--- src/logic/acs_defs.svh ---
// Purpose: Constants for the area decoder and chip-select block.
// Assumes: Included by bare name from the package and the design modules.
// Notes: Definitions only.
`ifndef ACS_DEFS_SVH
`define ACS_DEFS_SVH
`define ACS_AREA_MSB 26
`define ACS_AREA_LSB 24
`define ACS_WIDTH_BIT 27
`define ACS_AREA0 3'h0
`define ACS_AREA1 3'h1
`define ACS_AREA2 3'h2
`define ACS_AREA5 3'h5
`define ACS_AREA6 3'h6
`define ACS_AREA7 3'h7
`define ACS_MODE_EXT8 3'h0
`define ACS_MODE_EXT16 3'h1
`define ACS_MODE_ROM32 3'h2
`define ACS_ROM_KEEP 16
`define ACS_PERI_KEEP 9
`define ACS_PERI_WIDTH_BIT 8
`define ACS_MIO_WIDTH_BIT 14
`define ACS_RAM8K_KEEP 13
`define ACS_RAM4K_KEEP 12
`define ACS_EXT_KEEP 22
`define ACS_CS_IDLE 8'hff
`endif

--- src/logic/acs_pkg.sv ---
// Purpose: Types shared by the area decoder modules.
// Assumes: acs_defs.svh is on the include path.
// Notes: Constants live in the header as macros.
`include "acs_defs.svh"
package acs_pkg;
  typedef enum logic [2:0] {
    ACS_TGT_EXT = 3'h0,
    ACS_TGT_DRAM = 3'h1,
    ACS_TGT_MIO = 3'h2,
    ACS_TGT_ROM = 3'h3,
    ACS_TGT_RAM = 3'h4,
    ACS_TGT_PERI = 3'h5
  } acs_target_t;
  typedef enum logic [1:0] {
    ACS_BW8 = 2'h0,
    ACS_BW16 = 2'h1,
    ACS_BW32 = 2'h2
  } acs_width_t;
  typedef struct packed {
    acs_target_t target;
    acs_width_t width;
    logic [2:0] area;
    logic [7:0] sel_n;
    logic long_wait_ok;
    logic [2:0] long_waits;
    logic [23:0] addr;
  } acs_decode_t;
endpackage

--- src/logic/acs_area_map.sv ---
// Purpose: Combinational map from address and config to target, width and select.
// Assumes: Inputs come from registers in the same clock domain.
// Notes: No state; the top registers the result.
`timescale 1ns/1ps
`include "acs_defs.svh"
module acs_area_map
  import acs_pkg::*;
(
  input wire logic [27:0] addr,
  input wire logic [2:0] boot_mode_pins,
  input wire logic dram_space_enable,
  input wire logic row_col_mux_enable,
  input wire logic muxed_io_enable,
  input wire logic ram_is_4k,
  input wire logic [1:0] area02_long_wait,
  input wire logic [1:0] area6_long_wait,
  output acs_decode_t dec
);
  logic [2:0] area;
  logic a27;
  always_comb begin
    area = addr[`ACS_AREA_MSB:`ACS_AREA_LSB];
    a27 = addr[`ACS_WIDTH_BIT];
    dec.area = area;
    dec.target = ACS_TGT_EXT;
    dec.width = a27 ? ACS_BW16 : ACS_BW8;
    dec.long_wait_ok = 1'b0;
    dec.long_waits = {1'b0, area02_long_wait} + 3'h1;
    // Default external aliasing: A23 and A22 are never driven.
    dec.addr = {2'h0, addr[`ACS_EXT_KEEP-1:0]};
    unique case (area)
      `ACS_AREA0: begin
        if (boot_mode_pins == `ACS_MODE_ROM32) begin
          dec.target = ACS_TGT_ROM;
          dec.width = ACS_BW32;
          dec.addr = {8'h00, addr[`ACS_ROM_KEEP-1:0]};
        end else begin
          dec.width = (boot_mode_pins == `ACS_MODE_EXT16) ? ACS_BW16 : ACS_BW8;
          dec.long_wait_ok = 1'b1;
        end
      end
      `ACS_AREA1: begin
        if (dram_space_enable) begin
          dec.target = ACS_TGT_DRAM;
          if (row_col_mux_enable) begin
            dec.addr = addr[23:0];
          end
        end
      end
      `ACS_AREA2: begin
        dec.long_wait_ok = 1'b1;
      end
      `ACS_AREA5: begin
        if (!a27) begin
          dec.target = ACS_TGT_PERI;
          dec.width = addr[`ACS_PERI_WIDTH_BIT] ? ACS_BW16 : ACS_BW8;
          dec.addr = {15'h0000, addr[`ACS_PERI_KEEP-1:0]};
        end else begin
          dec.width = ACS_BW16;
        end
      end
      `ACS_AREA6: begin
        dec.long_waits = {1'b0, area6_long_wait} + 3'h1;
        dec.width = (a27 || addr[`ACS_MIO_WIDTH_BIT]) ? ACS_BW16 : ACS_BW8;
        if (!a27 && muxed_io_enable) begin
          dec.target = ACS_TGT_MIO;
        end else begin
          dec.long_wait_ok = 1'b1;
        end
      end
      `ACS_AREA7: begin
        if (a27) begin
          dec.target = ACS_TGT_RAM;
          dec.width = ACS_BW32;
          dec.addr = ram_is_4k ? {12'h000, addr[`ACS_RAM4K_KEEP-1:0]} :
                                 {11'h000, addr[`ACS_RAM8K_KEEP-1:0]};
        end
      end
      default: begin
        dec.target = ACS_TGT_EXT;
      end
    endcase
    dec.sel_n = `ACS_CS_IDLE;
    if (dec.target == ACS_TGT_EXT || dec.target == ACS_TGT_MIO) begin
      dec.sel_n[area] = 1'b0;
    end
  end
endmodule // acs_area_map

--- src/logic/acs_area_decode.sv ---
// Purpose: Registered area decoder that drives chip selects for a bus cycle.
// Assumes: Bus requests come from logic on core_clk; config bits are quasi-static.
// Notes: A cycle starts on cyc_start and ends on cyc_end; selects stand between.
//
// Functional notes
// - Address bits 26..24 pick area; only that area's active-low select drops.
// - Selects assert only for off-chip accesses; ROM, peripherals, RAM keep high.
// - Bits 23,22 never driven except in multiplexed DRAM; 4 MB aliasing.
// - Outside areas 0, 5, 6 and 7, bit 27 changes only the lane count, not the location reached.
// - Area 0 target and width come from mode pins: 000, 001, 010.
// - Internal ROM ignores bits 23..16 and keeps area 0 select high.
// - Areas 0 and 2 external insert 1 to 4 long waits from shared field.
// - Area 6 external memory inserts 1 to 4 long waits from own field.
// - Area 1 is external with select when DRAM enable clear, else DRAM.
// - DRAM with row/column multiplexing outputs bits 23..0 over pins.
// - Areas 2..4 always external; width from bit 27; own select.
// - Area 5 with bit 27 clear is peripherals; 512 B aliases; bit 8 width.
// - Area 5 with bit 27 set is 16-bit external memory with select.
// - Area 6 bit 27 clear uses muxed I/O when enabled, else external.
// - Muxed I/O shares address/data; width from bit 14; area 6 select.
// - Area 6 external width 8 only when bits 27 and 14 are clear.
// - Area 7 is 8-bit external when bit 27 clear, 32-bit RAM otherwise.
// - Internal RAM aliases at 8 kB or 4 kB depending on variant.
// - Bits 31..28 are ignored and never driven off-chip.
// - Elsewhere bit 27 clear means 8-bit path, set means 16-bit path.
`timescale 1ns/1ps
`include "acs_defs.svh"
module acs_area_decode
  import acs_pkg::*;
(
  input wire logic core_clk,
  input wire logic reset_n,
  input wire logic cyc_start,
  input wire logic cyc_end,
  input wire logic [31:0] cyc_addr,
  input wire logic [2:0] boot_mode_pins,
  input wire logic dram_space_enable,
  input wire logic row_col_mux_enable,
  input wire logic muxed_io_enable,
  input wire logic ram_is_4k,
  input wire logic area02_long_wait_hi,
  input wire logic area02_long_wait_lo,
  input wire logic area6_long_wait_hi,
  input wire logic area6_long_wait_lo,
  output logic [7:0] area_select_n,
  output logic [23:0] ext_addr,
  output logic [2:0] cur_area,
  output acs_target_t cur_target,
  output acs_width_t cur_width,
  output logic [2:0] long_wait_count,
  output logic cyc_active
);
  // ---------------------------------------------------------------
  // Mode pin synchroniser
  // ---------------------------------------------------------------
  // Mode pins come straight from package balls, so they are double-flopped.
  logic [2:0] mode_meta_ff;
  logic [2:0] mode_sync_ff;
  logic [2:0] nxt_mode_meta;
  logic [2:0] nxt_mode_sync;
  always_comb begin
    nxt_mode_meta = boot_mode_pins;
    nxt_mode_sync = mode_meta_ff;
  end
  always_ff @(posedge core_clk or negedge reset_n) begin
    if (!reset_n) begin
      mode_meta_ff <= 3'h0;
      mode_sync_ff <= 3'h0;
    end else begin
      mode_meta_ff <= nxt_mode_meta;
      mode_sync_ff <= nxt_mode_sync;
    end
  end

  // ---------------------------------------------------------------
  // Decode
  // ---------------------------------------------------------------
  acs_decode_t dec;
  acs_area_map u_map (
    .addr(cyc_addr[27:0]),
    .boot_mode_pins(mode_sync_ff),
    .dram_space_enable(dram_space_enable),
    .row_col_mux_enable(row_col_mux_enable),
    .muxed_io_enable(muxed_io_enable),
    .ram_is_4k(ram_is_4k),
    .area02_long_wait({area02_long_wait_hi, area02_long_wait_lo}),
    .area6_long_wait({area6_long_wait_hi, area6_long_wait_lo}),
    .dec(dec)
  );

  // ---------------------------------------------------------------
  // Cycle registers
  // ---------------------------------------------------------------
  // The decode is latched at cycle start so that a changing request
  // address cannot glitch a select in the middle of wait states.
  logic [7:0] sel_n_ff;
  logic [23:0] addr_ff;
  logic [2:0] area_ff;
  acs_target_t target_ff;
  acs_width_t width_ff;
  logic [2:0] lw_ff;
  logic active_ff;
  logic [7:0] nxt_sel_n;
  logic [23:0] nxt_addr;
  logic [2:0] nxt_area;
  acs_target_t nxt_target;
  acs_width_t nxt_width;
  logic [2:0] nxt_lw;
  logic nxt_active;
  always_comb begin
    nxt_sel_n = sel_n_ff;
    nxt_addr = addr_ff;
    nxt_area = area_ff;
    nxt_target = target_ff;
    nxt_width = width_ff;
    nxt_lw = lw_ff;
    nxt_active = active_ff;
    if (cyc_start) begin
      nxt_active = 1'b1;
      nxt_sel_n = dec.sel_n;
      nxt_addr = dec.addr;
      nxt_area = dec.area;
      nxt_target = dec.target;
      nxt_width = dec.width;
      nxt_lw = dec.long_wait_ok ? dec.long_waits : 3'h0;
    end else if (cyc_end) begin
      nxt_active = 1'b0;
      nxt_sel_n = `ACS_CS_IDLE;
      nxt_lw = 3'h0;
    end
  end
  always_ff @(posedge core_clk or negedge reset_n) begin
    if (!reset_n) begin
      sel_n_ff <= `ACS_CS_IDLE;
      addr_ff <= 24'h000000;
      area_ff <= 3'h0;
      target_ff <= ACS_TGT_EXT;
      width_ff <= ACS_BW8;
      lw_ff <= 3'h0;
      active_ff <= 1'b0;
    end else begin
      sel_n_ff <= nxt_sel_n;
      addr_ff <= nxt_addr;
      area_ff <= nxt_area;
      target_ff <= nxt_target;
      width_ff <= nxt_width;
      lw_ff <= nxt_lw;
      active_ff <= nxt_active;
    end
  end
  always_comb begin
    area_select_n = sel_n_ff;
    ext_addr = addr_ff;
    cur_area = area_ff;
    cur_target = target_ff;
    cur_width = width_ff;
    long_wait_count = lw_ff;
    cyc_active = active_ff;
  end

  // ---------------------------------------------------------------
  // Checks
  // ---------------------------------------------------------------
  chk_one_hot_sel: assert property (@(posedge core_clk) disable iff (!reset_n)
    $countones(~sel_n_ff) <= 1)
    else $error("More than one chip select low.");
  chk_sel_area: assert property (@(posedge core_clk) disable iff (!reset_n)
    (sel_n_ff != `ACS_CS_IDLE) |-> (sel_n_ff[area_ff] == 1'b0))
    else $error("Select low does not match area.");
  chk_internal_idle: assert property (@(posedge core_clk) disable iff (!reset_n)
    (target_ff inside {ACS_TGT_ROM, ACS_TGT_RAM, ACS_TGT_PERI, ACS_TGT_DRAM})
    |-> sel_n_ff == `ACS_CS_IDLE)
    else $error("Select low for internal or DRAM target.");
  chk_alias_bits: assert property (@(posedge core_clk) disable iff (!reset_n)
    (target_ff != ACS_TGT_DRAM) |-> addr_ff[23:22] == 2'h0)
    else $error("Alias bits driven outside DRAM.");
  chk_rom_alias: assert property (@(posedge core_clk) disable iff (!reset_n)
    (target_ff == ACS_TGT_ROM) |-> (addr_ff[23:16] == 8'h00 && width_ff == ACS_BW32))
    else $error("ROM alias or width wrong.");
  chk_peri_alias: assert property (@(posedge core_clk) disable iff (!reset_n)
    (target_ff == ACS_TGT_PERI) |-> (addr_ff[23:9] == 15'h0000 && area_ff == `ACS_AREA5))
    else $error("Peripheral alias wrong.");
  chk_start_latch: assert property (@(posedge core_clk) disable iff (!reset_n)
    cyc_start |=> (sel_n_ff == $past(dec.sel_n) && active_ff))
    else $error("Select not latched at cycle start.");
  chk_hold_sel: assert property (@(posedge core_clk) disable iff (!reset_n)
    (active_ff && !cyc_start && !cyc_end) |=> $stable(sel_n_ff))
    else $error("Select changed mid cycle.");
  chk_end_release: assert property (@(posedge core_clk) disable iff (!reset_n)
    (cyc_end && !cyc_start) |=> (sel_n_ff == `ACS_CS_IDLE && !active_ff))
    else $error("Select not released at cycle end.");
  chk_long_wait: assert property (@(posedge core_clk) disable iff (!reset_n)
    (active_ff && lw_ff != 3'h0) |-> (lw_ff <= 3'h4 && area_ff inside {3'h0, 3'h2, 3'h6}))
    else $error("Long wait out of range or area.");
  chk_ram_alias: assert property (@(posedge core_clk) disable iff (!reset_n)
    (target_ff == ACS_TGT_RAM) |-> addr_ff[23:13] == 11'h000)
    else $error("RAM alias wrong.");

  // The request is decoded again here, apart from the map, so that a slip in
  // the map cannot hide behind a check that reuses its own output.
  logic [2:0] req_area;
  logic req_wide;
  logic req_rom_mode;
  always_comb begin
    req_area = cyc_addr[`ACS_AREA_MSB:`ACS_AREA_LSB];
    req_wide = cyc_addr[`ACS_WIDTH_BIT];
    req_rom_mode = (mode_sync_ff == `ACS_MODE_ROM32);
  end
  chk_area_index: assert property (@(posedge core_clk) disable iff (!reset_n)
    cyc_start |=> area_ff == $past(req_area))
    else $error("Latched area does not match address bits.");
  chk_plain_select: assert property (@(posedge core_clk) disable iff (!reset_n)
    (cyc_start && req_area inside {`ACS_AREA2, 3'h3, 3'h4})
    |=> (sel_n_ff == ~(8'h01 << area_ff) && target_ff == ACS_TGT_EXT))
    else $error("Area 2 to 4 select or target wrong.");
  chk_plain_width: assert property (@(posedge core_clk) disable iff (!reset_n)
    (cyc_start && req_area inside {`ACS_AREA1, `ACS_AREA2, 3'h3, 3'h4})
    |=> width_ff == ($past(req_wide) ? ACS_BW16 : ACS_BW8))
    else $error("Width does not follow bit 27.");
  chk_lane_alias: assert property (@(posedge core_clk) disable iff (!reset_n)
    (cyc_start && req_area inside {`ACS_AREA2, 3'h3, 3'h4})
    |=> addr_ff == {2'h0, $past(cyc_addr[`ACS_EXT_KEEP-1:0])})
    else $error("External alias depends on bit 27 or bits 23 and 22.");
  chk_mode_rom: assert property (@(posedge core_clk) disable iff (!reset_n)
    (cyc_start && req_area == `ACS_AREA0 && req_rom_mode)
    |=> (target_ff == ACS_TGT_ROM && width_ff == ACS_BW32 && sel_n_ff == `ACS_CS_IDLE))
    else $error("Area 0 is not internal ROM in ROM mode.");
  chk_mode_ext: assert property (@(posedge core_clk) disable iff (!reset_n)
    (cyc_start && req_area == `ACS_AREA0 && !req_rom_mode)
    |=> (target_ff == ACS_TGT_EXT && sel_n_ff == 8'hfe
         && width_ff == (($past(mode_sync_ff) == `ACS_MODE_EXT16) ? ACS_BW16 : ACS_BW8)))
    else $error("Area 0 external target, select or width wrong.");
  chk_rom_offset: assert property (@(posedge core_clk) disable iff (!reset_n)
    (cyc_start && req_area == `ACS_AREA0 && req_rom_mode)
    |=> addr_ff == {8'h00, $past(cyc_addr[`ACS_ROM_KEEP-1:0])})
    else $error("ROM offset wrong.");
  chk_wait_area02: assert property (@(posedge core_clk) disable iff (!reset_n)
    (cyc_start && (req_area == `ACS_AREA2 || (req_area == `ACS_AREA0 && !req_rom_mode)))
    |=> lw_ff == {1'b0, $past({area02_long_wait_hi, area02_long_wait_lo})} + 3'h1)
    else $error("Area 0 or 2 long wait count wrong.");
  chk_wait_area6: assert property (@(posedge core_clk) disable iff (!reset_n)
    (cyc_start && req_area == `ACS_AREA6 && (req_wide || !muxed_io_enable))
    |=> lw_ff == {1'b0, $past({area6_long_wait_hi, area6_long_wait_lo})} + 3'h1)
    else $error("Area 6 long wait count wrong.");
  chk_wait_none: assert property (@(posedge core_clk) disable iff (!reset_n)
    (cyc_start && req_area inside {`ACS_AREA1, 3'h3, 3'h4, `ACS_AREA5, `ACS_AREA7})
    |=> lw_ff == 3'h0)
    else $error("Long wait given to an area without one.");
  chk_area1_ext: assert property (@(posedge core_clk) disable iff (!reset_n)
    (cyc_start && req_area == `ACS_AREA1 && !dram_space_enable)
    |=> (target_ff == ACS_TGT_EXT && sel_n_ff == 8'hfd))
    else $error("Area 1 external target or select wrong.");
  chk_area1_dram: assert property (@(posedge core_clk) disable iff (!reset_n)
    (cyc_start && req_area == `ACS_AREA1 && dram_space_enable)
    |=> (target_ff == ACS_TGT_DRAM && sel_n_ff == `ACS_CS_IDLE))
    else $error("Area 1 DRAM target or select wrong.");
  chk_dram_mux: assert property (@(posedge core_clk) disable iff (!reset_n)
    (cyc_start && req_area == `ACS_AREA1 && dram_space_enable && row_col_mux_enable)
    |=> addr_ff == $past(cyc_addr[23:0]))
    else $error("Multiplexed DRAM address lost bits.");
  chk_peri_width: assert property (@(posedge core_clk) disable iff (!reset_n)
    (cyc_start && req_area == `ACS_AREA5 && !req_wide)
    |=> (target_ff == ACS_TGT_PERI && sel_n_ff == `ACS_CS_IDLE
         && width_ff == ($past(cyc_addr[`ACS_PERI_WIDTH_BIT]) ? ACS_BW16 : ACS_BW8)))
    else $error("Peripheral target, select or width wrong.");
  chk_area5_ext: assert property (@(posedge core_clk) disable iff (!reset_n)
    (cyc_start && req_area == `ACS_AREA5 && req_wide)
    |=> (target_ff == ACS_TGT_EXT && width_ff == ACS_BW16 && sel_n_ff == 8'hdf))
    else $error("Area 5 external target, select or width wrong.");
  chk_mio_space: assert property (@(posedge core_clk) disable iff (!reset_n)
    (cyc_start && req_area == `ACS_AREA6 && !req_wide && muxed_io_enable)
    |=> (target_ff == ACS_TGT_MIO && sel_n_ff == 8'hbf
         && width_ff == ($past(cyc_addr[`ACS_MIO_WIDTH_BIT]) ? ACS_BW16 : ACS_BW8)))
    else $error("Multiplexed I/O target, select or width wrong.");
  chk_area6_ext: assert property (@(posedge core_clk) disable iff (!reset_n)
    (cyc_start && req_area == `ACS_AREA6 && (req_wide || !muxed_io_enable))
    |=> (target_ff == ACS_TGT_EXT && sel_n_ff == 8'hbf
         && width_ff == (($past(req_wide) || $past(cyc_addr[`ACS_MIO_WIDTH_BIT]))
                         ? ACS_BW16 : ACS_BW8)))
    else $error("Area 6 external target, select or width wrong.");
  chk_area7_ext: assert property (@(posedge core_clk) disable iff (!reset_n)
    (cyc_start && req_area == `ACS_AREA7 && !req_wide)
    |=> (target_ff == ACS_TGT_EXT && width_ff == ACS_BW8 && sel_n_ff == 8'h7f))
    else $error("Area 7 external target, select or width wrong.");
  chk_area7_ram: assert property (@(posedge core_clk) disable iff (!reset_n)
    (cyc_start && req_area == `ACS_AREA7 && req_wide)
    |=> (target_ff == ACS_TGT_RAM && width_ff == ACS_BW32 && sel_n_ff == `ACS_CS_IDLE))
    else $error("Area 7 RAM target, select or width wrong.");
  chk_ram_small: assert property (@(posedge core_clk) disable iff (!reset_n)
    (cyc_start && req_area == `ACS_AREA7 && req_wide && ram_is_4k)
    |=> addr_ff == {12'h000, $past(cyc_addr[`ACS_RAM4K_KEEP-1:0])})
    else $error("Small RAM offset wrong.");
  chk_ram_large: assert property (@(posedge core_clk) disable iff (!reset_n)
    (cyc_start && req_area == `ACS_AREA7 && req_wide && !ram_is_4k)
    |=> addr_ff == {11'h000, $past(cyc_addr[`ACS_RAM8K_KEEP-1:0])})
    else $error("Large RAM offset wrong.");
  chk_idle_high: assert property (@(posedge core_clk) disable iff (!reset_n)
    !active_ff |-> sel_n_ff == `ACS_CS_IDLE)
    else $error("Select low outside a bus cycle.");
  chk_active_low: assert property (@(posedge core_clk) disable iff (!reset_n)
    (active_ff && target_ff inside {ACS_TGT_EXT, ACS_TGT_MIO})
    |-> sel_n_ff[area_ff] == 1'b0)
    else $error("External cycle without its select low.");
endmodule // acs_area_decode

--- config.mk ---
export PLATFORM = sky130hd
export DESIGN_NAME = acs_area_decode
export DESIGN_NICKNAME = d
export VERILOG_FILES = /design/src/logic/acs_pkg.sv /design/src/logic/acs_area_map.sv /design/src/logic/acs_area_decode.sv
export VERILOG_INCLUDE_DIRS = /design/src /design/src/logic
export SDC_FILE = /design/constraint.sdc
export NUM_CORES = 1
export LEC_CHECK = 0
export ABC_AREA = 1
export BUFFER_PORTS_ARGS = -buffer_cell sky130_fd_sc_hd__buf_2
export CORE_MARGIN = 1
export CORE_UTILIZATION = 31
export CTS_CLUSTER_DIAMETER = 120
export CTS_CLUSTER_SIZE = 14
export DETAILED_ROUTE_END_ITERATION = 16
export GPL_ROUTABILITY_DRIVEN = 0
export RECOVER_POWER = 50
export SYNTH_ARGS = -nofsm -noshare
export SYNTH_HDL_FRONTEND = slang
export SYNTH_SLANG_ARGS = --single-unit
--- constraint.sdc ---
create_clock -name core_clk -period 2.27 [get_ports core_clk]
set_input_delay 0.5675 -clock core_clk [delete_from_list [all_inputs] [get_ports core_clk]]
set_output_delay 0.5675 -clock core_clk [all_outputs]
set_load 0.02 [all_outputs]
; ---- Yosys cells after proc, flatten, opt, wreduce, memory -nomap -nowiden
; Cells that the tools add are included.
[totals]
register_bits = 50
inputBits = 47
out_inout_bits = 44
word_cells = 64
[classes]
add_sub_neg = 2
n_lt_le_gt_ge = 2
eq_ne = 8
n_mux = 34
n_bitwise = 1
reduce_logical = 8
[ops]
columns = op, n
row1 = case mux 24 bit (4 select lines), 1
row2 = 2-to-1 mux 24 bit, 3
row3 = 2-to-1 mux 22 bit, 2
row4 = 2-to-1 mux 8 bit, 3
row5 = 2-to-1 mux 3 bit, 5
row6 = case mux 3 bit (5 select lines), 1
row7 = 2-to-1 mux 13 bit, 1
row8 = 2-to-1 mux 1 bit, 10
row9 = "== test 3 x 2 -> 1 bit, second input constant", 3
row10 = "== test 3 bit, second input constant", 3
row11 = 2-to-1 mux 2 bit, 4
row12 = NOT 8 bit, 1
row13 = case mux 2 bit (4 select lines), 1
row14 = "adder 2 x 1 -> 3 bit, second input constant", 2
row15 = "== test 3 x 1 -> 1 bit, second input constant", 2
row16 = zero test 3 bit, 2
row17 = 2-to-1 mux 5 bit, 1
row18 = "less-than comparator 3 x 4 -> 1 bit, second input constant", 1
row19 = demux 1 bit (select 3 bit), 1
row20 = ">= comparator 3 x 1 -> 1 bit, second input constant", 1
row21 = case mux 1 bit (3 select lines), 1
row22 = logical AND 1 bit, 2
row23 = logical OR 1 bit, 2
row24 = nonzero test 2 bit, 1
row25 = zero test 1 bit, 1

; ---- Logic depth before layout (Yosys ltp)
; Gate-level depths: netlist of the first run.
[depth]
ltp_word = 8
ltp_mapped = 9
ltp_nobuf = 8

; ---- By module
; A second synthesis of the first run with hierarchy kept.
[hier_totals]
cells_unflattened = 314
area_unflattened_um2 = 2487.4
[by_module_without_submodules]
columns = module, instances, cells_each, area_each_um2, seq_area_each_um2
row1 = acs_area_decode, 1, 210, 1934.4, 1261.2
row2 = acs_area_map, 1, 104, 553.0, 0.0

; ---- Worst setup path before layout of the first run
; Ideal clock, no wire load.
[synth_timing]
path_type = input-to-reg
startpoint = input port cyc_addr[25]
endpoint = register lw_ff[1] (netlist: long_wait_count[1])
setup_ns = 0.117
arrival_time_ns = 1.389
required_time_ns = 2.153
path_slack_ns = 0.763
cell_stages = 9
path_buffers = 1
cell_sequence = buf_6 > nand2_4 > nor2_8 > inv_2 > nand2_1 > nand2_1 > ha_1 > nand3_1 > nand2_1
[synth_between]
elab_chain_cells = 4
elab_cells_between_ends = 7
cone_classes = eq/ne (2) / mux (4) / reduce/logical (1)
[synth_rtl]
columns = item, line
row1 = start: declaration, acs_area_decode.sv:35  ; input wire logic [31:0] cyc_addr,
row2 = "== test 3 bit, or another cell as far along", acs_area_map.sv:31  ; unique case (area)
row3 = case mux 1 bit (3 select lines) / 2-to-1 mux 3 bit (equally long branches), acs_area_map.sv:31
row4 = 2-to-1 mux 3 bit *, acs_area_decode.sv:125  ; nxt_lw = dec.long_wait_ok ? dec.long_waits : 3'h0;
row5 = 2-to-1 mux 3 bit *, acs_area_decode.sv:118  ; if (cyc_start) begin
row6 = end signal: assignment, acs_area_decode.sv:147  ; lw_ff <= nxt_lw;
row7 = end: declaration, acs_area_decode.sv:101  ; logic [2:0] lw_ff;
; Every way passes the cells marked *; elsewhere a longest branch is shown, timed or not.
; A chain may end at the register's enable or synchronous reset.

==> key figures, run 1 <==
Global route
  – GR Overflow Total: 0
  – First-pass GRT wire length: 8707 um
  – Largest net degree at the start of global routing: 32
  – Total GRT Usage: between 10% and 20%
  – Initial antenna violation count: 0
  – Vias in the first global route: between 1500 and 2000

Synthesis
  – Seq/Total Area, Yosys: between 50% and 60%
  – Synth warn: 0
  – Synth Instances: between 200 and 300
  – Synthesized area: 2268 um2
  – Yosys reg bits: 50
  – Mapped Nets: roughly 300
  – Syn avg cell area: just under 9 um2
  – Post-synth cell types: 30

Floorplanning
  – Initial Utilization: roughly a third
  – Cell row count: 30
  – Die Wd: around 88 um
  – CORE AREA: around 7000 um2
  – # IOs: about 90
  – Die Height: 87.54 um
  – Full die area: ~7700 um2

STA
  – Tmin final: around 1.7 ns
  – Relative slew slack: 21.88%
  – TNS Setup: 0 ns
  – Worst clock skew: 0.008350 ns
  – Slew Viols, Final: 0
  – Fin. Hold Viols: 0
  – Tcrit/Tclk final: approximately 75%
  – Setup-failing EPs final: 0
  – Max frequency: just under 600 MHz
  – RSZ-0062 raised after global routing: no
  – Worst Max-Slew Pin Slew: around 1.2 ns

Power and ir drop
  – Total Power: 1.956 mW
  – Power Dens Cells: about 700 nW/um2
  – Max VDD drop: slightly below 300 uV
  – Leakage: between 1.5 and 2 nW

Hold path
  – Worst hold path startpoint: mode_meta_ff[1]
  – Min-delay worst type: flip-flop to flip-flop
  – WHS Path Cells: 0

Clocking
  – Reg clk slew, reported paths: 0.09 ns
  – Post-cts resize count: 0
  – Clock Sinks: 50
  – Longest Clk Path Bufs: 2
  – CTS root buf: clkbuf_8
  – CTS tree: yes
  – Clock latency on the worst-skew pair: ~0.30 ns
  – Num CTS Buffers: 5
  – Post-CTS Hold Buffers: 0
  – H-tree depth: 2
  – Total setup buffers inserted after CTS: 0

Worst setup path
  – Reg-to-reg critical path startpoint: mode_sync_ff[2]
  – Top cell by count, worst path: nand2_1
  – Max stage delay cell, worst path: inv_1
  – CP Capture Type: flip-flop
  – Setup crit start: cyc_start
  – Worst setup path category: primary input to flip-flop
  – Crit-path cells: buf_2, inv_1, buf_4, nand2_1, nand2_1
  – Nature of the critical path startpoint: primary input
  – FF-to-FF path depth: 5
  – Worst Path Max Fanout: 30
  – CP peak stage delay: between 0.7 and 0.8 ns
  – Worst Path Required: approximately 2.5 ns
  – Worst EP arrival: around 2.0 ns

Cells and area
  – Post-layout nets: a little under 400
  – Share of cells above drive strength 1: around 35%
  – Inserted Diodes: 0
  – Fin cells: 440
  – Layout Utilization: between 40% and 50%
  – Area growth syn-to-layout: 26.75%

Drt
  – Via count: 1939
  – Post-route ant nets: 0
  – 1st-iter DRT viols: 101
  – Top routing layer used: met4
  – Wl on met1: approximately 2500 um
  – Wire length per cell: 12.07 um
  – Detailed-route DRC error count: 0
  – First-pass detailed-route iteration total: 4
  – Number of vias per cell: 4.407
  – Post-Route WL: 5309 um
  – DR WL met3: 326 um
  – Met2 routed WL: about 2400 um

Run status
  – Outcome: complete, no violations

Placed design
  – Final HPWL DP: between 3000 and 4000 um
  – Placed Instances: roughly 430
  – IO buf count: between 80 and 90

Flow run
  – Max Cap Viol: 0
==> where the power goes <==
| group | switching (mW) | internal, mW |
|---|---|---|
| Combinational | 0.230 | 0.119 |
| Sequential | 0.0307 | 0.957 |
| Clock | 0.288 | 0.330 |
==> final timing paths <==
path / slack, ns / endpoint
max reg2reg: 1.17 / ext_addr[16]
min in group asynchronous: 0.47 / ext_addr[15]
max in group asynchronous: 0.98 / area_select_n[2]
max: 0.56 / ext_addr[16]
min reg2reg: 0.35 / mode_sync_ff[1]
min: 0.35 / mode_sync_ff[1]
==> registers in the layout, summed over array words and instances (netlist names) <==
name	cells
ext_addr	24
area_select_n	8
cur_area	3
cur_target	3
long_wait_count	3
mode_meta_ff	3
mode_sync_ff	3
cur_width	2
cyc_active	1
==> final cells by class <==
type,count,area (um2)
fillers,733,4069
flip-flops and latches,50,1261
multi-input cells,180,854.6
repair buffers,89,464.2
well taps,96,120.1
clock buffers,7,76.32
inverters,17,68.82
clock inverters,1,30.03
==> cells by family (layout without fill, tap and decap cells) <==
kind of cell	Yosys count	after routing	share of synthesized area (%)
DFF	50	50	55.60
AOI/OAI and AO/OA	17	17	4.633
adders and majority gates	1	1	0.5515
buffers and inverters	28	114	6.619
and+or+nand+nor	162	162	32.60
==> per-stage QoR <==
stage | area (um2) | setup slack (ns) | hold slack, ns
after CTS | 2879 | 0.6813 | 0.2254
after global routing | 2875 | 0.4294 | 0.3565
after global placement | 2773 | 0.5182 | 0.3362
final | 2875 | 0.5641 | 0.3540
after floorplan | 2268 | 0.7634 | 0.2719
after detailed placement | 2773 | 0.4999 | 0.3347
==> cells in the final DEF (no fill, tap or decap), types with 2 or more instances in the layout <==
| cell | synthesis | final |
|---|---|---|
| nor2_2 | 4 | 3 |
| nor2_1 | 19 | 20 |
| dfstp_2 | 8 | 8 |
| nand2_4 | 2 | 2 |
| nand3_1 | 14 | 14 |
| o21ai_0 | 7 | 7 |
| buf_4 | 0 | 2 |
| buf_2 | 6 | 85 |
| nand4_4 | 2 | 2 |
| clkbuf_1 | 1 | 3 |
| clkbuf_8 | 1 | 5 |
| a31oi_1 | 2 | 2 |
| dfrtp_1 | 42 | 42 |
| nand4_1 | 4 | 4 |
| o22a_1 | 2 | 2 |
| nand2_1 | 109 | 109 |
| nand2_2 | 4 | 4 |
| inv_1 | 14 | 15 |
| o21ai_1 | 2 | 2 |
==> metal layers <==
| metal | up-vias | GRT usage, % |
|---|---|---|
| li1 | 977 | - |
| met1 | 894 | 20.13 |
| met2 | 60 | 23.51 |
| met3 | 8 | 3.864 |
| met4 | 0 | 4.769 |
| met5 | - | 0 |
==> synthesized netlist by cell type (all sizes together) <==
cell type  count  area share (%)
nand2        115              20
dfrtp         42              46
nor2          25             5.6
inv           17             3.0
nand3         15             3.5
o21ai         10             2.4
buf            9             2.8
dfstp          8             9.3
nand4          6             3.0
a31oi          2            0.55
clkbuf         2            0.77
o22a           2            0.77
a21oi          1            0.22
ha             1            0.55
nand3b         1            0.33
o22ai          1            0.28
o32a           1            0.44
==> critical path, delay by kind of cell <==
kind / cells / cell delay (ns)
buf+inv: 3 / 1.25
simple gates: 2 / 0.14
Power figures use the tool's default switching activity.
==> inputs of run 2 (changes only) <==
==> constraint.sdc (replaced) <==
create_clock -name core_clk -period 1.7 [get_ports core_clk]
set_input_delay 0.425 -clock core_clk [delete_from_list [all_inputs] [get_ports core_clk]]
set_output_delay 0.425 -clock core_clk [all_outputs]
set_load 0.02 [all_outputs]
==> key figures, run 2 (synthesis gave the netlist of run 1 again) <==
Global route
  – Initial antenna violation count: 0
  – First-pass GRT wire length: around 8600 um
  – GR Overflow Total: 0
  – Vias in the first global route: ~1900
  – Total GRT Usage: between 10% and 20%
  – Largest net degree at the start of global routing: 51

Worst setup path
  – Crit-path cells: clkbuf_1, inv_1, clkbuf_1, nand2_1, o21ai_0
  – CP peak stage delay: 0.55 ns
  – Worst reg2reg setup slack: about 0.62 ns
  – Worst Path Max Fanout: 18
  – Worst setup path category: primary input to flip-flop
  – FF-to-FF path depth: 5
  – Worst EP arrival: between 1.5 and 2 ns
  – Crit path max-delay family: buffers and inverters
  – Top cell by count, worst path: clkbuf_1
  – Nature of the critical path startpoint: primary input
  – Reg-to-reg critical path startpoint: mode_sync_ff[2]
  – RR Endpoint: ext_addr[17]
  – CP Capture Type: flip-flop
  – Max stage delay cell, worst path: inv_1
  – Worst Path Required: 1.93 ns
  – Worst Path Buf+Inv: 3

STA
  – Hold_ws: about 0.23 ns
  – Max frequency: between 600 and 700 MHz
  – TNS Setup: 0 ns
  – Worst clock skew: roughly 0.008 ns
  – RSZ-0062 raised after global routing: no
  – Worst Max-Slew Pin Slew: roughly 1.2 ns
  – Relative slew slack: between 10% and 20%
  – Worst Setup Slack, final: 0.2640 ns
  – Tcrit/Tclk final: between 80% and 90%
  – Tmin final: 1.436 ns
  – Fin. Hold Viols: 0
  – Slew Viols, Final: 0
  – Setup-failing EPs final: 0

Cells and area
  – Post-layout nets: 397
  – Most frequent cells in the layout: 109 x nand2_1, 85 x buf_2, 42 x dfrtp_1, 19 x nor2_1, 15 x inv_1
  – Fin cells: around 450
  – Share of cells above drive strength 1: between 30% and 40%
  – Inserted Diodes: 0
  – Number of flip-flops in the largest register: 24
  – Fill count: a little over 700
  – Layout Utilization: between 40% and 50%
  – Commonest non-fill, non-tap cell in the layout: nand2_1
  – Area growth syn-to-layout: 28.08%

Floorplanning
  – Full die area: 7663 um2
  – Die Wd: around 88 um
  – Die Height: about 88 um
  – Cell row count: 30
  – # IOs: 91
  – CORE AREA: between 6000 and 7000 um2
  – Initial Utilization: between 30% and 40%

Clocking
  – CTS tree: yes
  – CTS root buf: clkbuf_8
  – Num CTS Buffers: 5
  – Clock latency on the worst-skew pair: about 0.3 ns
  – Post-cts resize count: 0
  – Longest Clk Path Bufs: 2
  – Reg clk slew, reported paths: roughly 0.090 ns
  – H-tree depth: 2
  – Clock Sinks: 50
  – Total setup buffers inserted after CTS: 0
  – Post-CTS Hold Buffers: 0

Placed design
  – Place WS: ~0.18 ns
  – IO buf count: between 80 and 90
  – Placed Instances: between 400 and 500
  – Final HPWL DP: 3950 um

Hold path
  – Min-delay worst type: primary input to flip-flop
  – Worst hold path startpoint: boot_mode_pins[1]
  – WHS Path Cells: 1
  – Worst Hold End: mode_meta_ff[1]

Drt
  – First-pass detailed-route iteration total: 4
  – Wire length per cell: roughly 12 um
  – 1st-iter DRT viols: 56
  – Via count: about 1900
  – Number of vias per cell: ~4.4
  – Post-route ant nets: 0
  – Post-Route WL: roughly 5200 um
  – Detailed-route DRC error count: 0

Run status
  – Outcome: complete, no violations

Power and ir drop
  – Max VDD drop: approximately 430 uV
  – Power Dens Cells: between 800 and 900 nW/um2
  – Leakage: 1.600 nW

Flow run
  – Max Cap Viol: 0
==> run 2: cell types whose count changed in the layout (fill, tap and decap cells not counted) <==
cell	change
buf_4	+4
bufinv_16	-1
clkbuf_1	-1
clkbuf_2	+1
clkbuf_8	+1
clkinv_2	+1
clkinvlp_4	+1
nor2_1	-1
nor2_2	+1
==> run 2: area by class of cell <==
type / instances / area (um2) / share of cell area [%]
clock buffers: 6 / 82.58 / 2.842
clock inverters: 2 / 12.51 / 0.4307
inverters: 17 / 68.82 / 2.369
multi-input cells: 180 / 857.1 / 29.50
flip-flops and latches: 50 / 1261 / 43.41
well taps: 96 / 120.1 / 4.134
repair buffers: 95 / 503.0 / 17.31
==> run 2: how the worst max path moves through the flow <==
stage                startpoint                  to  depth (start not counted)
2_1_floorplan      cyc_addr[25]  long_wait_count[1]                          9
6_report              cyc_start        ext_addr[13]                          5
4_1_cts        area_select_n[6]    area_select_n[6]                          1
3_3_place_gp       cyc_addr[24]        ext_addr[21]                          8
3_5_place_dp       cyc_addr[24]        ext_addr[17]                          8
5_1_grt               cyc_start        ext_addr[13]                          5
==> run 2: power breakdown <==
part	total, mW	internal (mW)	switching [mW]
Sequential	1.32	1.28	0.0413
Combinational	0.475	0.167	0.308
Clock	0.722	0.328	0.394
==> run 2: per-layer routing <==
metal	wire (um)	vias to the layer above	global-route usage, %
met5	0	-	0
met4	53	0	3.875
met3	332	5	4.147
met2	2413	59	23.65
met1	2444	892	19.12
li1	-	988	-
==> run 2: stage by stage <==
stage | area (um2) | power [mW]
CTS | 2925 | 2.566
global placement | 2830 | 1.826
finish | 2905 | 2.516
floorplan | 2268 | 1.626
detailed placement | 2830 | 1.832
global route | 2905 | 2.672
==> inputs of run 3 (changes only) <==
==> constraint.sdc (replaced) <==
create_clock -name core_clk -period 1.4 [get_ports core_clk]
set_input_delay 0.35 -clock core_clk [delete_from_list [all_inputs] [get_ports core_clk]]
set_output_delay 0.35 -clock core_clk [all_outputs]
set_load 0.02 [all_outputs]
==> key figures, run 3 (synthesis gave the netlist of run 1 again) <==
Cells and area
  – Most frequent cells in the layout: 109 x nand2_1, 86 x buf_2, 42 x dfrtp_1, 19 x nor2_1, 15 x inv_1
  – Inserted Diodes: 0
  – Layout Utilization: 42.61%
  – Share of cells above drive strength 1: a little under two fifths
  – Post-layout nets: between 400 and 500
  – Area growth syn-to-layout: 30.45%
  – Commonest non-fill, non-tap cell in the layout: nand2_1
  – Fin area: roughly 3000 um2
  – Fill count: 753
  – Number of flip-flops in the largest register: 24

Clocking
  – Post-cts resize count: 0
  – Reg clk slew, reported paths: around 0.090 ns
  – H-tree depth: 2
  – Num CTS Buffers: 5
  – CTS tree: yes
  – Post-CTS Hold Buffers: 0
  – Longest Clk Path Bufs: 2
  – Total setup buffers inserted after CTS: 0
  – CTS root buf: clkbuf_8
  – Clock Sinks: 50
  – Clock latency on the worst-skew pair: 0.30 ns

Floorplanning
  – Die Wd: 87.54 um
  – Die Height: 87.54 um
  – Full die area: approximately 7700 um2
  – Cell row count: 30
  – Initial Utilization: between 30% and 40%
  – # IOs: 91
  – CORE AREA: ~6900 um2

Global route
  – Vias in the first global route: roughly 1900
  – Largest net degree at the start of global routing: a little over 50
  – GR Overflow Total: 0
  – Total GRT Usage: 15.23%
  – First-pass GRT wire length: around 9000 um
  – Initial antenna violation count: 0

Worst setup path
  – FF-to-FF path depth: 5
  – Worst EP arrival: 1.00 ns
  – Max stage delay cell, worst path: dfstp_2
  – Reg-to-reg critical path startpoint: mode_sync_ff[2]
  – Crit-path cells: buf_2
  – Worst Path Required: between 1 and 1.5 ns
  – CP peak stage delay: roughly 0.54 ns
  – Nature of the critical path startpoint: flip-flop
  – Worst Path Max Fanout: 2
  – CP Capture Type: output port
  – Worst setup path category: flip-flop to output port
  – Crit path max-delay family: flip-flops
  – Worst reg2reg setup slack: 0.28 ns
  – Worst Path Buf+Inv: 1
  – RR Endpoint: ext_addr[16]

Drt
  – Via count: approximately 2000
  – First-pass detailed-route iteration total: 4
  – Post-Route WL: 5514 um
  – Number of vias per cell: ~4.4
  – Detailed-route DRC error count: 0
  – 1st-iter DRT viols: 137
  – Post-route ant nets: 0
  – Wire length per cell: 12.17 um

STA
  – Worst Max-Slew Pin Slew: 1.107 ns
  – Hold_ws: ~0.15 ns
  – Worst Setup Slack, final: 0.05099 ns
  – RSZ-0062 raised after global routing: no
  – Setup-failing EPs final: 0
  – Relative slew slack: 26.22%
  – Slew Viols, Final: 0
  – Worst clock skew: between 0.003 and 0.004 ns
  – Tcrit/Tclk final: between 90% and 100%
  – Max frequency: 741.3 MHz
  – Fin. Hold Viols: 0
  – Tmin final: 1.349 ns

Flow run
  – Max Cap Viol: 0

Power and ir drop
  – Power Dens Cells: 1019 nW/um2
  – Leakage: between 1.5 and 2 nW
  – Max VDD drop: 473.6 uV

Placed design
  – Final HPWL DP: 4143 um
  – IO buf count: 86
  – DP Area: around 2900 um2
  – Place WS: -0.03912 ns

Hold path
  – Worst Hold End: mode_meta_ff[1]
  – Worst hold path startpoint: boot_mode_pins[1]
  – Min-delay worst type: primary input to flip-flop
  – WHS Path Cells: 1

Run status
  – Outcome: complete, no violations
run 3: per-layer routing:
layer	track usage [%]	vias to the layer above	share of wire (%)
li1	-	999	-
met1	19.98	933	45
met2	25.43	71	46
met3	3.770	6	8.0
met4	3.577	0	0.91
met5	0	-	0
run 3: stage by stage:
| stage | TNS, ns | total power, mW | cells |
|---|---|---|---|
| 4_1_cts | 0 | 3.074 | 453 |
| 3_5_place_dp | -0.1687 | 2.247 | 445 |
| 6_report | 0 | 3.014 | 453 |
| 2_1_floorplan | 0 | 1.975 | 258 |
| 3_3_place_gp | -0.01710 | 2.235 | 445 |
| 5_1_grt | 0 | 3.168 | 453 |
run 3: area by class of cell:
| cell class | count | area [um2] | share of cell area [%] |
|---|---|---|---|
| flip-flops and latches | 50 | 1261 | 42.62 |
| repair buffers | 102 | 571.8 | 19.32 |
| inverters | 17 | 68.82 | 2.326 |
| clock buffers | 8 | 80.08 | 2.706 |
| multi-input cells | 180 | 857.1 | 28.96 |
| well taps | 96 | 120.1 | 4.059 |
run 3: where the power goes:
group	switching (mW)	internal [mW]
clock	0.455	0.356
combinational	0.382	0.217
sequential	0.0522	1.55
run 3: worst max path at each step:
stage	from	to	slack, ns	depth (start not counted)
2_1_floorplan	cyc_addr[25]	long_wait_count[1]	0.11	9
3_3_place_gp	cyc_addr[25]	long_wait_count[1]	-0.01	9
3_5_place_dp	cyc_addr[24]	ext_addr[16]	-0.04	8
4_1_cts	area_select_n[6]	area_select_n[6]	0.03	1
5_1_grt	area_select_n[6]	area_select_n[6]	0.01	1
6_report	area_select_n[6]	area_select_n[6]	0.05	1
